[config.mk]
export PLATFORM = sky130hd
export DESIGN_NAME = ifsl_top
export DESIGN_NICKNAME = d
export VERILOG_FILES = /design/src/ifsl_pkg.sv /design/src/ifsl_filt_if.sv /design/src/ifsl_top.sv /design/src/ifsl_filt.sv
export SDC_FILE = /design/constraint.sdc
export NUM_CORES = 1
export LEC_CHECK = 0
export BUFFER_PORTS_ARGS = -buffer_cell sky130_fd_sc_hd__buf_4
export CAP_MARGIN = 20
export CORE_UTILIZATION = 52
export DETAILED_ROUTE_END_ITERATION = 7
export PLACE_DENSITY = 0.77
export SLEW_MARGIN = 20
export SYNTH_ARGS = -nofsm -noshare
export SYNTH_HDL_FRONTEND = slang
export SYNTH_SLANG_ARGS = --single-unit
[constraint.sdc]
create_clock -name clock -period 2.5 [get_ports clock]
set_input_delay 0.125 -clock clock [delete_from_list [all_inputs] [get_ports clock]]
set_output_delay 0.125 -clock clock [all_outputs]
set_load 0.01 [all_outputs]
[src/ifsl_pkg.sv]
/*
 Shared constants and types for the input function and shutoff logic:
 terminal function codes, shutoff polarity settings, timing counts.
 Assumes a 50 MHz system clock and five assignable input terminals.
*/
package ifsl_pkg;

   ////////////////////////////////////////////////////////////////////////
   // Terminal count and function code width
   localparam int N_TERM = 5;
   localparam int N_CHAN = N_TERM + 1;
   localparam int FN_W   = 14;

   ////////////////////////////////////////////////////////////////////////
   // Function codes held in the terminal function map
   localparam logic [FN_W-1:0] FN_SPEED_LOW  = 14'h0000;
   localparam logic [FN_W-1:0] FN_SPEED_MID  = 14'h0001;
   localparam logic [FN_W-1:0] FN_SPEED_HIGH = 14'h0002;
   localparam logic [FN_W-1:0] FN_ALT_PARAM  = 14'h0003;
   localparam logic [FN_W-1:0] FN_CUR_INPUT  = 14'h0004;
   localparam logic [FN_W-1:0] FN_JOG        = 14'h0005;
   localparam logic [FN_W-1:0] FN_SPEED_XTRA = 14'h0008;
   localparam logic [FN_W-1:0] FN_RUN_PERMIT = 14'h000a;
   localparam logic [FN_W-1:0] FN_INTERLOCK  = 14'h000c;
   localparam logic [FN_W-1:0] FN_LOOP_CTRL  = 14'h000e;
   localparam logic [FN_W-1:0] FN_VF_SWITCH  = 14'h0012;
   localparam logic [FN_W-1:0] FN_SHUTOFF    = 14'h0018;
   localparam logic [FN_W-1:0] FN_NONE       = 14'h270f;

   ////////////////////////////////////////////////////////////////////////
   // Shutoff polarity settings and operation mode
   localparam logic [2:0] POL_OPEN   = 3'h0;
   localparam logic [2:0] POL_CLOSED = 3'h2;
   localparam logic [2:0] POL_SPLIT  = 3'h4;
   localparam logic [2:0] OPMODE_ILK = 3'h7;

   ////////////////////////////////////////////////////////////////////////
   // Timing: clock, tick divider, response and filter times
   localparam int CLK_MHZ      = 50;
   localparam int TICK_US      = 10;
   localparam int TICK_CYCLES  = TICK_US * CLK_MHZ;
   localparam int TICK_W       = 9;
   localparam int RESP_FAST_MS = 2;
   localparam int RESP_SLOW_MS = 20;
   localparam int FILT_FAST_US = RESP_FAST_MS * 1000 / 2;
   localparam int FILT_SLOW_US = RESP_SLOW_MS * 1000 / 2;
   localparam int FILT_W       = 10;
   localparam int FILT_FAST_TICKS = FILT_FAST_US / TICK_US;
   localparam int FILT_SLOW_TICKS = FILT_SLOW_US / TICK_US;

   ////////////////////////////////////////////////////////////////////////
   // Speed command source and run state
   typedef enum logic [1:0] {
      SRC_NONE  = 2'b00,
      SRC_JOG   = 2'b01,
      SRC_MULTI = 2'b10,
      SRC_LOOP  = 2'b11
   } ifsl_src_t;

   typedef enum logic [1:0] {
      RUN_STOP  = 2'b00,
      RUN_ON    = 2'b01,
      RUN_DECEL = 2'b10
   } ifsl_run_t;

endpackage

[src/ifsl_filt_if.sv]
/*
 Carrier between the decoder and one input filter channel.
 Assumes tick is a one-cycle enable from the decoder's divider.
*/
`timescale 1ns/1ns
interface ifsl_filt_if;
   import ifsl_pkg::*;
   logic              tick;
   logic [FILT_W-1:0] limit;
   logic              raw;
   logic              level;

   modport ctrl (output tick, output limit, output raw, input level);
   modport filt (input tick, input limit, input raw, output level);
endinterface

[src/ifsl_top.sv]
/*
 Input function and shutoff logic: filters the assignable terminals,
 merges and ranks their functions, evaluates the output shutoff with
 its polarity options, runs the start/stop interlock and selects the
 alternate parameter set.
 Assumes start_cmd and decel_done come from synchronous drive logic and
 that the function map and settings are static while running.
*/
// Overview of operation
// - A function on several terminals is active when any of them is.
// - Speed source ranks jog, then multi-speed selects, then loop control.
// - Unassigned permit or mode-7 interlock follows the shutoff input.
// - Multi-speed and remote setting share the same speed select inputs.
// - V/F switchover request also selects alternate parameters.
// - Control method changes only when stopped; running request selects alt.
// - Current input select disables the voltage speed input.
// - Permit and shutoff respond within 2 ms, other inputs within 20 ms.
// - Shutoff while running cuts the output at once.
// - Function code 24 attaches the shutoff to a terminal.
// - Active shutoff refuses any start command.
// - Start removal decelerates; shutoff lets the motor coast.
// - Polarity 0 normally open, polarity 2 normally closed.
// - Polarity 4: external normally closed, communication normally open.
// - Settings 0 and 2 need both sources off, or both on.
// - Shutoff applies in every operation mode.
// - Alternate select active chooses second set, inactive the first unless a V/F switchover is requested.
// - Function code 3 attaches the alternate select to a terminal.
`timescale 1ns/1ns
module ifsl_top
   import ifsl_pkg::*;
#(
   parameter logic [FILT_W-1:0] FAST_TICKS = FILT_W'(FILT_FAST_TICKS),
   parameter logic [FILT_W-1:0] SLOW_TICKS = FILT_W'(FILT_SLOW_TICKS)
)
(
   // Clock and reset
   input  wire logic                          clock,
   input  wire logic                          arst_n,
   // Contact inputs
   input  wire logic [N_TERM-1:0]             terminal_in,
   input  wire logic                          comm_shutoff_in,
   // Settings
   input  wire logic [N_TERM-1:0][FN_W-1:0]   terminal_function_map,
   input  wire logic [2:0]                    shutoff_polarity_setting,
   input  wire logic [2:0]                    operation_mode_setting,
   input  wire logic                          remote_setting_enable,
   // Drive handshake
   input  wire logic                          start_cmd,
   input  wire logic                          decel_done,
   // Drive control
   output logic                               output_enable,
   output logic                               decel_active,
   output logic                               coast_active,
   output logic                               start_refused,
   output logic                               shutoff_active,
   output logic                               run_permit_ok,
   output logic                               panel_interlock_ok,
   // Parameter set and control method
   output logic                               alt_param_active,
   output logic                               vf_control_active,
   // Speed command
   output ifsl_src_t                          speed_source,
   output logic [3:0]                         speed_select,
   output logic                               remote_clear,
   output logic                               remote_decel,
   output logic                               remote_accel,
   output logic                               current_input_active,
   output logic                               voltage_input_enable
);

   ////////////////////////////////////////////////////////////////////////
   // Decoding helpers
   localparam logic [TICK_W-1:0] TICK_LAST = TICK_W'(TICK_CYCLES - 1);

   // Any terminal with this code whose filtered level is on
   function automatic logic fn_on(
      input logic [N_TERM-1:0][FN_W-1:0] map,
      input logic [N_TERM-1:0]           lvl,
      input logic [FN_W-1:0]             code);
      logic r;
      r = 1'b0;
      for (int i = 0; i < N_TERM; i++)
         r = r | ((map[i] == code) & lvl[i]);
      return r;
   endfunction

   // Any terminal carries this code
   function automatic logic fn_assigned(
      input logic [N_TERM-1:0][FN_W-1:0] map,
      input logic [FN_W-1:0]             code);
      logic r;
      r = 1'b0;
      for (int i = 0; i < N_TERM; i++)
         r = r | (map[i] == code);
      return r;
   endfunction

   ////////////////////////////////////////////////////////////////////////
   // State
   typedef struct packed {
      logic [TICK_W-1:0] tick_cnt;
      logic              tick;
      ifsl_run_t         run;
      logic              out_en;
      logic              decel;
      logic              coast;
      logic              refused;
      logic              shutoff;
      logic              permit_ok;
      logic              ilk_ok;
      logic              alt;
      logic              vf_mode;
      ifsl_src_t         src;
      logic [3:0]        spd;
      logic [2:0]        remote;
      logic              cur;
      logic              volt_en;
   } ifsl_state_t;

   ifsl_state_t q_r;
   ifsl_state_t q_nxt;

   ////////////////////////////////////////////////////////////////////////
   // Filter channels: terminals then communication shutoff
   ifsl_filt_if fif [N_CHAN] ();
   logic [N_TERM-1:0] lvl;
   logic              comm_lvl;

   genvar g;
   generate
      for (g = 0; g < N_TERM; g++)
      begin : g_term
         // Fast filter for the permit and shutoff functions
         assign fif[g].tick  = q_r.tick;
         assign fif[g].raw   = terminal_in[g];
         assign fif[g].limit =
            ((terminal_function_map[g] == FN_SHUTOFF) ||
             (terminal_function_map[g] == FN_RUN_PERMIT)) ?
            FAST_TICKS : SLOW_TICKS;
         assign lvl[g] = fif[g].level;
         ifsl_filt u_filt (
            .clock  (clock),
            .arst_n (arst_n),
            .ch     (fif[g])
         );
      end
   endgenerate

   // Communication shutoff channel
   assign fif[N_TERM].tick  = q_r.tick;
   assign fif[N_TERM].raw   = comm_shutoff_in;
   assign fif[N_TERM].limit = FAST_TICKS;
   assign comm_lvl          = fif[N_TERM].level;

   ifsl_filt u_filt_comm (
      .clock  (clock),
      .arst_n (arst_n),
      .ch     (fif[N_TERM])
   );

   ////////////////////////////////////////////////////////////////////////
   // Decoded functions
   logic ext_off;
   logic shut_ok;
   logic permit_ok;
   logic ilk_ok;
   logic run_ok;
   logic jog_on;
   logic multi_on;
   logic vf_req;
   logic [3:0] sel;

   always_comb
   begin
      // Shutoff from terminals with code 24, ORed
      ext_off = fn_on(terminal_function_map, lvl, FN_SHUTOFF);
      // Polarity table, independent of operation mode
      unique case (shutoff_polarity_setting)
         POL_OPEN:   shut_ok = !ext_off && !comm_lvl;
         POL_CLOSED: shut_ok = ext_off && comm_lvl;
         POL_SPLIT:  shut_ok = ext_off && !comm_lvl;
         default:    shut_ok = 1'b0;
      endcase
      // Permit and interlock fall back onto the shutoff input
      if (fn_assigned(terminal_function_map, FN_RUN_PERMIT))
         permit_ok = fn_on(terminal_function_map, lvl, FN_RUN_PERMIT);
      else
         permit_ok = shut_ok;
      if (operation_mode_setting != OPMODE_ILK)
         ilk_ok = 1'b1;
      else if (fn_assigned(terminal_function_map, FN_INTERLOCK))
         ilk_ok = fn_on(terminal_function_map, lvl, FN_INTERLOCK);
      else
         ilk_ok = shut_ok;
      run_ok = shut_ok && permit_ok;
      // Shared speed selects: low, mid, high, extra
      sel = {fn_on(terminal_function_map, lvl, FN_SPEED_XTRA),
             fn_on(terminal_function_map, lvl, FN_SPEED_HIGH),
             fn_on(terminal_function_map, lvl, FN_SPEED_MID),
             fn_on(terminal_function_map, lvl, FN_SPEED_LOW)};
      jog_on   = fn_on(terminal_function_map, lvl, FN_JOG);
      multi_on = remote_setting_enable ? sel[3] : (sel != 4'h0);
      vf_req   = fn_on(terminal_function_map, lvl, FN_VF_SWITCH);
   end

   ////////////////////////////////////////////////////////////////////////
   // Next state
   always_comb
   begin
      q_nxt = q_r;
      // Tick divider
      q_nxt.tick = (q_r.tick_cnt == TICK_LAST);
      if (q_r.tick_cnt == TICK_LAST)
         q_nxt.tick_cnt = '0;
      else
         q_nxt.tick_cnt = q_r.tick_cnt + 9'h001;
      // Run interlock
      unique case (q_r.run)
         RUN_STOP:
            if (start_cmd && run_ok)
               q_nxt.run = RUN_ON;
         RUN_ON:
            if (!run_ok)
               q_nxt.run = RUN_STOP;
            else if (!start_cmd)
               q_nxt.run = RUN_DECEL;
         RUN_DECEL:
            if (!run_ok)
               q_nxt.run = RUN_STOP;
            else if (start_cmd)
               q_nxt.run = RUN_ON;
            else if (decel_done)
               q_nxt.run = RUN_STOP;
         default:
            q_nxt.run = RUN_STOP;
      endcase
      q_nxt.out_en  = (q_nxt.run != RUN_STOP);
      q_nxt.decel   = (q_nxt.run == RUN_DECEL);
      // Coast held from the cut until the next start
      q_nxt.coast   = ((q_r.run != RUN_STOP) && !run_ok) ||
                      (q_r.coast && (q_nxt.run == RUN_STOP));
      q_nxt.refused = start_cmd && !run_ok;
      q_nxt.shutoff = !shut_ok;
      q_nxt.permit_ok = permit_ok;
      q_nxt.ilk_ok  = ilk_ok;
      // Alternate set from its select or the switchover request
      q_nxt.alt = fn_on(terminal_function_map, lvl, FN_ALT_PARAM) ||
                  vf_req;
      // Control method only follows while stopped
      if ((q_r.run == RUN_STOP) && (q_nxt.run == RUN_STOP))
         q_nxt.vf_mode = vf_req;
      // Speed command ranking
      if (jog_on)
         q_nxt.src = SRC_JOG;
      else if (multi_on)
         q_nxt.src = SRC_MULTI;
      else if (fn_on(terminal_function_map, lvl, FN_LOOP_CTRL))
         q_nxt.src = SRC_LOOP;
      else
         q_nxt.src = SRC_NONE;
      // Same selects act as speed bits or remote commands
      if (remote_setting_enable)
      begin
         q_nxt.spd    = {sel[3], 3'h0};
         q_nxt.remote = sel[2:0];
      end
      else
      begin
         q_nxt.spd    = sel;
         q_nxt.remote = 3'h0;
      end
      q_nxt.cur     = fn_on(terminal_function_map, lvl, FN_CUR_INPUT);
      q_nxt.volt_en = !q_nxt.cur;
   end

   // State register
   always_ff @(posedge clock or negedge arst_n)
   begin
      if (!arst_n)
         q_r <= '0;
      else
         q_r <= q_nxt;
   end

   ////////////////////////////////////////////////////////////////////////
   // Outputs straight from the state register
   assign output_enable        = q_r.out_en;
   assign decel_active         = q_r.decel;
   assign coast_active         = q_r.coast;
   assign start_refused        = q_r.refused;
   assign shutoff_active       = q_r.shutoff;
   assign run_permit_ok        = q_r.permit_ok;
   assign panel_interlock_ok   = q_r.ilk_ok;
   assign alt_param_active     = q_r.alt;
   assign vf_control_active    = q_r.vf_mode;
   assign speed_source         = q_r.src;
   assign speed_select         = q_r.spd;
   assign remote_clear         = q_r.remote[0];
   assign remote_decel         = q_r.remote[1];
   assign remote_accel         = q_r.remote[2];
   assign current_input_active = q_r.cur;
   assign voltage_input_enable = q_r.volt_en;
endmodule

[src/ifsl_filt.sv]
/*
 One input channel: two-stage synchroniser and a stability filter.
 Assumes raw is a contact level; limit counts ticks of stable change.
*/
`timescale 1ns/1ns
module ifsl_filt
   import ifsl_pkg::*;
(
   // Clock and reset
   input  wire logic clock,
   input  wire logic arst_n,
   // Channel
   ifsl_filt_if.filt ch
);

   typedef struct packed {
      logic              s1;
      logic              s2;
      logic              level;
      logic [FILT_W-1:0] cnt;
   } ifsl_filt_st_t;

   ifsl_filt_st_t q_r;
   ifsl_filt_st_t q_nxt;

   ////////////////////////////////////////////////////////////////////////
   // Next state: level follows s2 once stable for limit ticks
   always_comb
   begin
      q_nxt    = q_r;
      q_nxt.s1 = ch.raw;
      q_nxt.s2 = q_r.s1;
      if (q_r.s2 == q_r.level)
      begin
         q_nxt.cnt = '0;
      end
      else if (ch.tick)
      begin
         if ((q_r.cnt + 10'h001) >= ch.limit)
         begin
            q_nxt.level = q_r.s2;
            q_nxt.cnt   = '0;
         end
         else
         begin
            q_nxt.cnt = q_r.cnt + 10'h001;
         end
      end
   end

   // State register
   always_ff @(posedge clock or negedge arst_n)
   begin
      if (!arst_n)
         q_r <= '0;
      else
         q_r <= q_nxt;
   end

   assign ch.level = q_r.level;

   ////////////////////////////////////////////////////////////////////////
   // Bound on how long a settled change may wait
   logic [19:0] mis_cnt;
   always_ff @(posedge clock or negedge arst_n)
   begin
      if (!arst_n)
         mis_cnt <= '0;
      else if (q_r.s2 == q_r.level)
         mis_cnt <= '0;
      else
         mis_cnt <= mis_cnt + 20'h00001;
   end
endmodule

Yosys cells after proc, flatten, opt, wreduce, memory -nomap -nowiden
Cells that the tools add are included.
{ "totals": {"register_bits": 110, "in_bits": 87, "wordCells": 328, "output_inout_bits": 20} }
{ "classes": {"reduce_logical": 44, "addsub": 7, "bitwise_logic": 122, "mux": 40, "eq_ne": 68, "order_cmp": 6} }
{ "ops": {"columns": ["cell", "n"], "rows": [
  ["$eq A14 B4 Y1 const B", 20],
  ["$mux W10", 23],
  ["$eq A14 B2 Y1 const B", 10],
  ["$eq A14 B3 Y1 const B", 10],
  ["$eq A14 B5 Y1 const B", 10],
  ["$eq A14 B1 Y1 const B", 5],
  ["$logic_not A14 Y1", 5],
  ["$add A10 B1 Y10 const B", 6],
  ["$and A1 B1 Y1", 60],
  ["$or A1 B1 Y1", 56],
  ["$ge A10 B10 Y1", 5],
  ["$mux W2", 9],
  ["$reduce_and A3 Y1", 6],
  ["$reduce_bool A2 Y1", 8],
  ["$ge A10 B7 Y1 const B", 1],
  ["$add A9 B1 Y9 const B", 1],
  ["$eq A9 B9 Y1 const B", 1],
  ["$logic_and A1 B1 Y1", 9],
  ["$mux W9", 1],
  ["$logic_or A1 B1 Y1", 7],
  ["$eq A1 B1 Y1", 6],
  ["$mux W6", 1],
  ["$not A1 Y1", 6],
  ["$pmux W2 S3", 1],
  ["11 further kinds", 20]
]} }

Logic depth before layout (Yosys ltp)
{ "depth": {"ltp_word": 17, "mapped_depth": 14, "mapped_depth_nobuf": 13} }

By module
Synthesis repeated with hierarchy kept, for this count alone.
{ "unflattened": {"hier_cells": 792, "hier_area_um2": 7641.1} }
{ "by_module_without_submodules": {"columns": ["module", "cells_per_inst", "area_per_inst_um2", "seq_area_each_um2", "instances"], "rows": [
  ["ifsl_filt", 81, 853.3, 325.3, 6],
  ["ifsl_top", 306, 2521.2, 800.8, 1]
]} }

Worst setup path after synthesis
OpenSTA, ideal clock, no wires.
{ "synth_path": {"path_type": "in2reg", "start": "input port terminal_function_map[56] (netlist name)", "end": "register g_term[4].u_filt.q_r (netlist bit g_term[4].u_filt.ch.level)", "setup_time_ns": 0.125, "t_required_ns": 2.375, "setup_slack_ns": -0.704, "path_buffers": 1, "stages": 11, "arrival_ns": 3.080, "path_cell_list": "or4_1 nor4_1 ha_1 a21bo_2 a21o_1 a311oi_1 a211o_1 clkbuf_1 nand2_1 nand2_1 mux2_2"} }
{ "synth_via": {"elab_chain_cells": 5, "elab_cells_between_ends": 6, "classes_between": "order compare: 1; eq/ne: 2; mux: 1; reduce/logical: 2"} }
{ "synth_rtl": {"columns": ["item", "line_no", "source"], "rows": [
  ["from (decl)", "ifsl_top.sv:43", "input wire logic [N_TERM-1:0][FN_W-1:0] terminal_function_map,"],
  ["$eq A14 B5 Y1 or $eq A14 B4 Y1 (tied branches)", "ifsl_top.sv:137, ifsl_top.sv:138", null],
  ["$logic_or A1 B1 Y1 (*)", "ifsl_top.sv:137", "((terminal_function_map[g] == FN_SHUTOFF) ||"],
  ["$mux W10 (*)", "ifsl_top.sv:138", "(terminal_function_map[g] == FN_RUN_PERMIT)) ?"],
  ["$ge A10 B10 Y1 (*)", "ifsl_filt.sv:39", "if ((q_r.cnt + 10'h001) >= ch.limit)"],
  ["$reduce_and A3 Y1 (no source line) (*)", null, null],
  ["to (signal assigned)", "ifsl_filt.sv:57", "q_r <= q_nxt;"],
  ["to (decl)", "ifsl_filt.sv:23", "ifsl_filt_st_t q_r;"]
]} }
Mark *: on every way between the ends. The rest lies on a longest branch, timed or not.
A chain may end at the register's enable or synchronous reset.

Worst setup path after layout
{ "layout_path": {"start": "register g_term[0].u_filt.q_r[1] (netlist name)", "end": "register g_term[0].u_filt.q_r[7] (netlist name)"} }
{ "layout_via": {"elab_chain_cells": 5} }
{ "layout_rtl": {"columns": ["item", "line_no", "source"], "rows": [
  ["from (decl)", "ifsl_filt.sv:23", null],
  ["from (signal assigned)", "ifsl_filt.sv:57", null],
  ["$add A10 B1 Y10 (*)", "ifsl_filt.sv:39, ifsl_filt.sv:46", null],
  ["$ge A10 B10 Y1", "ifsl_filt.sv:39", null],
  ["$mux W10 (*)", "ifsl_filt.sv:39", null],
  ["$mux W10 (*)", "ifsl_filt.sv:37", "else if (ch.tick)"],
  ["$mux W10 (*)", "ifsl_filt.sv:33", "if (q_r.s2 == q_r.level)"]
]} }
Mark *: on every way between the ends. The rest lies on a longest branch, timed or not. The select of a mux whose other input is x is not followed.

==> qor.csv <==
metric;value;unit
layout cells sized above 1;40.2;%
Overflow after GRT;0;
vias after detailed routing;7057;
Post-Layout Cell Count;1176;
FP Rows;42;
cell count after synthesis;756;
Post-Place Cells;1120;
vias in the first global route;7127;
Placed Area;8880;µm²
Post-synth EDFFs;0;
post-synthesis area per instance;9.28;µm²
CP Class;flip-flop to flip-flop;
PD cells;355;nW/µm²
fill count;858;
H-tree Lvls;3;
#FFs+latches synth;110;
sequential area share after synthesis;39.2;%
CTS Sinks;110;
count of final hold-check violations;0;
Detail Route Antenna Nets;0;
measured slew at the worst slew-check pin;0.802;ns
mux cell area share after synthesis;1.11;%
Total Routing Usage GR;30.4;%
minimum clock period;2.82;ns
RSZ-0062 raised after global routing;true;
P&R area growth vs syn;46.2;%
compound-cell area share of the yosys netlist;18.7;%
Iter 0 DRT Violations;533;
initial antenna violation count;0;
mapped cell area;7020;µm²
core box area;13200;µm²
largest family of logic cells by synthesized area;simple AND/OR/NAND/NOR gates;
Nets;1121;
Initial Utilization;53.2;%
vias per cell;6.00;
f_max;355;MHz
Yosys warning count;0;
CTS clk-pin slew, worst paths;0.07;ns
failing checks;negative setup slack;
Leakage;0.00464;µW
Worst path max stage delay;0.37;ns
Post-Synth XOR/XNOR Area;5.62;%
Final setup viols;45;
adder-cell share of the synthesized area;6.78;%
crit end category;flip-flop;
Final Cycle Share;113;%
design area;10300;µm²
Worst Path Buf+Inv;1;
Max Root-Sink Buffers;2;
Boundary Pins;107;
Final WS setup;-0.316;ns
dpl ws;-0.380;ns
clk root buf;clkbuf_16;
CP max FO;6;
outcome;finished with violations;
routed len/inst;18.3;µm
Post-Synth Simple-Gate Area;25.8;%
launching element type of the critical path;flip-flop;
worst-path cell chain;ha_2 -> and3_4 -> nand2_4 -> nor2_4 -> nand3_2 -> xnor2_2 -> ha_1 -> a21o_1 -> a21oi_2 -> and3_1 -> o31a_1 -> buf_4 -> a22o_1;
Inserted Diodes;0;
IO Port Bufs;106;
die width;118;µm
Post-Route WL;21.5;mm
first-pass GRT wire length;34.0;mm
DRC errors left;0;
area of the multi-input gates;4890;µm²
Worst Skew;0.00741;ns
CTS Buf Count;9;
Data arrival, critical path;3.11;ns
max cap viols;0;
VDD IR max;0.000431;V
worst skew pair latency;0.36;ns
Final HPWL DP;14.5;mm
TritonCTS clock tree;yes;
full die area;14000;µm²
die height;118;µm
cell family with most CP delay;compound AO/OA/AOI/OAI gates;
CP Data Required Time;2.80;ns
1st-pass router iterations;5;
Slew headroom;46.1;%
Max Slew Vio Count;0;
Async SR Flop Fraction;100;%
GPL Wtd Cong;0.917;
CP max-delay cell;dfrtp_1;
register area;2760;µm²
post-synth cell types;77;
largest net degree at the start of global routing;55;
Hold Path Class;input port to flip-flop;
Mapped Nets;881;
Synth Flop Type;dfrtp_1;
==> synthesized netlist by cell type (3+ instances only) <==
master     count  area share, %
dfrtp_1      110             39
nand2_1       71            3.8
nor2_1        47            2.5
nand3_1       46            3.3
ha_1          38            6.8
o21ai_0       34            2.4
xnor2_1       30            3.7
a21oi_1       28            2.0
and3_1        24            2.1
a22o_1        21            2.6
nor3_1        21            1.5
nor4_1        20            1.8
inv_1         17           0.91
clkbuf_1      15           0.80
nand2b_1      15            1.3
xor2_1        15            1.9
a21o_1        14            1.5
nand4_1       13            1.2
nor2b_1       13            1.2
and2_1        11           0.98
o31ai_1       10            1.1
or3_1          8           0.71
nor3b_1        7           0.75
a32o_1         6           0.86
buf_4          6           0.64
mux2_2         6           0.96
o22ai_1        6           0.54
o31a_1         6           0.75
a211oi_1       5           0.54
a31oi_1        5           0.45
buf_1          5           0.27
nand3b_1       5           0.54
a21bo_2        4           0.57
o2111ai_1      4           0.50
o21a_1         4           0.43
or4_1          4           0.43
a22oi_1        3           0.32
a41oi_1        3           0.37
nor4_2         3           0.54
o211ai_1       3           0.32
o32ai_1        3           0.37
or2_2          3           0.27
==> power by group <==
part / switching (µW) / total (µW) / internal (µW)
clock network: 658 / 1480 / 827
logic: 175 / 346 / 171
registers: 10.5 / 1810 / 1800
total: 843 / 3640 / 2790
==> registers in the layout (all words and copies together) (netlist names), 2 cells and up <==
name and count:
q_r 11, g_term.u_filt.q_r 55, g_term.u_filt.q_nxt 5, speed_select 4, speed_source 2, u_filt_comm.q_r 11
g_term.u_filt.ch.level 5
==> cell families (layout without fill, tap and decap cells) <==
logic type / Yosys count / count (layout)
DFF: 110 / 110
buffers and inverters: 44 / 288
and+or+nand+nor: 330 / 330
muxes: 7 / 7
adders and majority gates: 38 / 38
AOI/OAI and AO/OA: 182 / 182
xor gates and xnor gates: 45 / 45
==> layout make-up <==
| class | count | area share, % |
|---|---|---|
| clock buffers | 12 | 2.50 |
| clock inverters | 3 | 0.427 |
| inverters | 17 | 0.622 |
| multi-input cells | 602 | 47.7 |
| flip-flops and latches | 110 | 26.9 |
| well taps | 176 | 2.15 |
| repair buffers | 256 | 19.7 |
==> worst paths after layout <==
check                      slack, ns                  startpoint  cells past startpoint                  endpoint
max                            -0.32     g_term[0].u_filt.q_r[1]                     13   g_term[0].u_filt.q_r[7]
min                             0.03                   start_cmd                      2                   q_r[20]
max reg2reg                    -0.32     g_term[0].u_filt.q_r[1]                     13   g_term[0].u_filt.q_r[7]
min reg2reg                     0.35  g_term[0].u_filt.q_nxt[11]                      0  g_term[0].u_filt.q_r[11]
max in group asynchronous       1.43                      arst_n                      3   g_term[0].u_filt.q_r[2]
min in group asynchronous       0.36                      arst_n                      2   g_term[4].u_filt.q_r[4]
==> per-stage QoR <==
step	power [µW]	setup TNS, ns	util, %	hold WS, ns
detailed placement	2170	-7.85	67.3	0.231
finish	3640	-6.20	77.7	0.0312
CTS	3660	-2.16	74.6	0.0194
global placement	2160	-5.18	67.3	0.216
floorplan	1930	-1.21	-	-0.171
global route	3780	-11.99	77.7	0.0275
==> per-layer routing <==
| layer | track usage, % | share of wire (%) | wire, µm | vias up |
|---|---|---|---|---|
| li1 | - | - | - | 3296 |
| met1 | 36.1 | 40 | 8600 | 3439 |
| met2 | 53.2 | 51 | 11000 | 255 |
| met3 | 6.76 | 5.1 | 1110 | 67 |
| met4 | 12.0 | 3.5 | 752 | 0 |
| met5 | 0 | 0 | 0 | - |
==> cell usage in the layout, fill, tap and decap left out, drive strengths merged, types with 7 or more instances in the layout <==
cell         count
nor3b            7
nor2b           13
nor4            24
inv             17
nor2            47
a22o            21
clkbuf          12
o21ai           36
nor3            22
and2            11
o31ai           10
ha              38
or3              8
nand2b          15
nand4           14
a21oi           28
dlygate4sd3      8
xnor2           30
a21o            14
and3            24
dfrtp          110
xor2            15
buf            248
nand3           47
nand2           71
==> repair_timing <==
action / CTS / global route
hold endpoints to repair: 61 / 0
pin swaps: 61 / 38
cloned: 0 / 1
setup buffers: 21 / 12
endpoints found under the setup margin: 51 / 54
resized for setup: 79 / 63
hold buffers: 8 / 0
No activity file was read; power rests on OpenSTA's default activity.
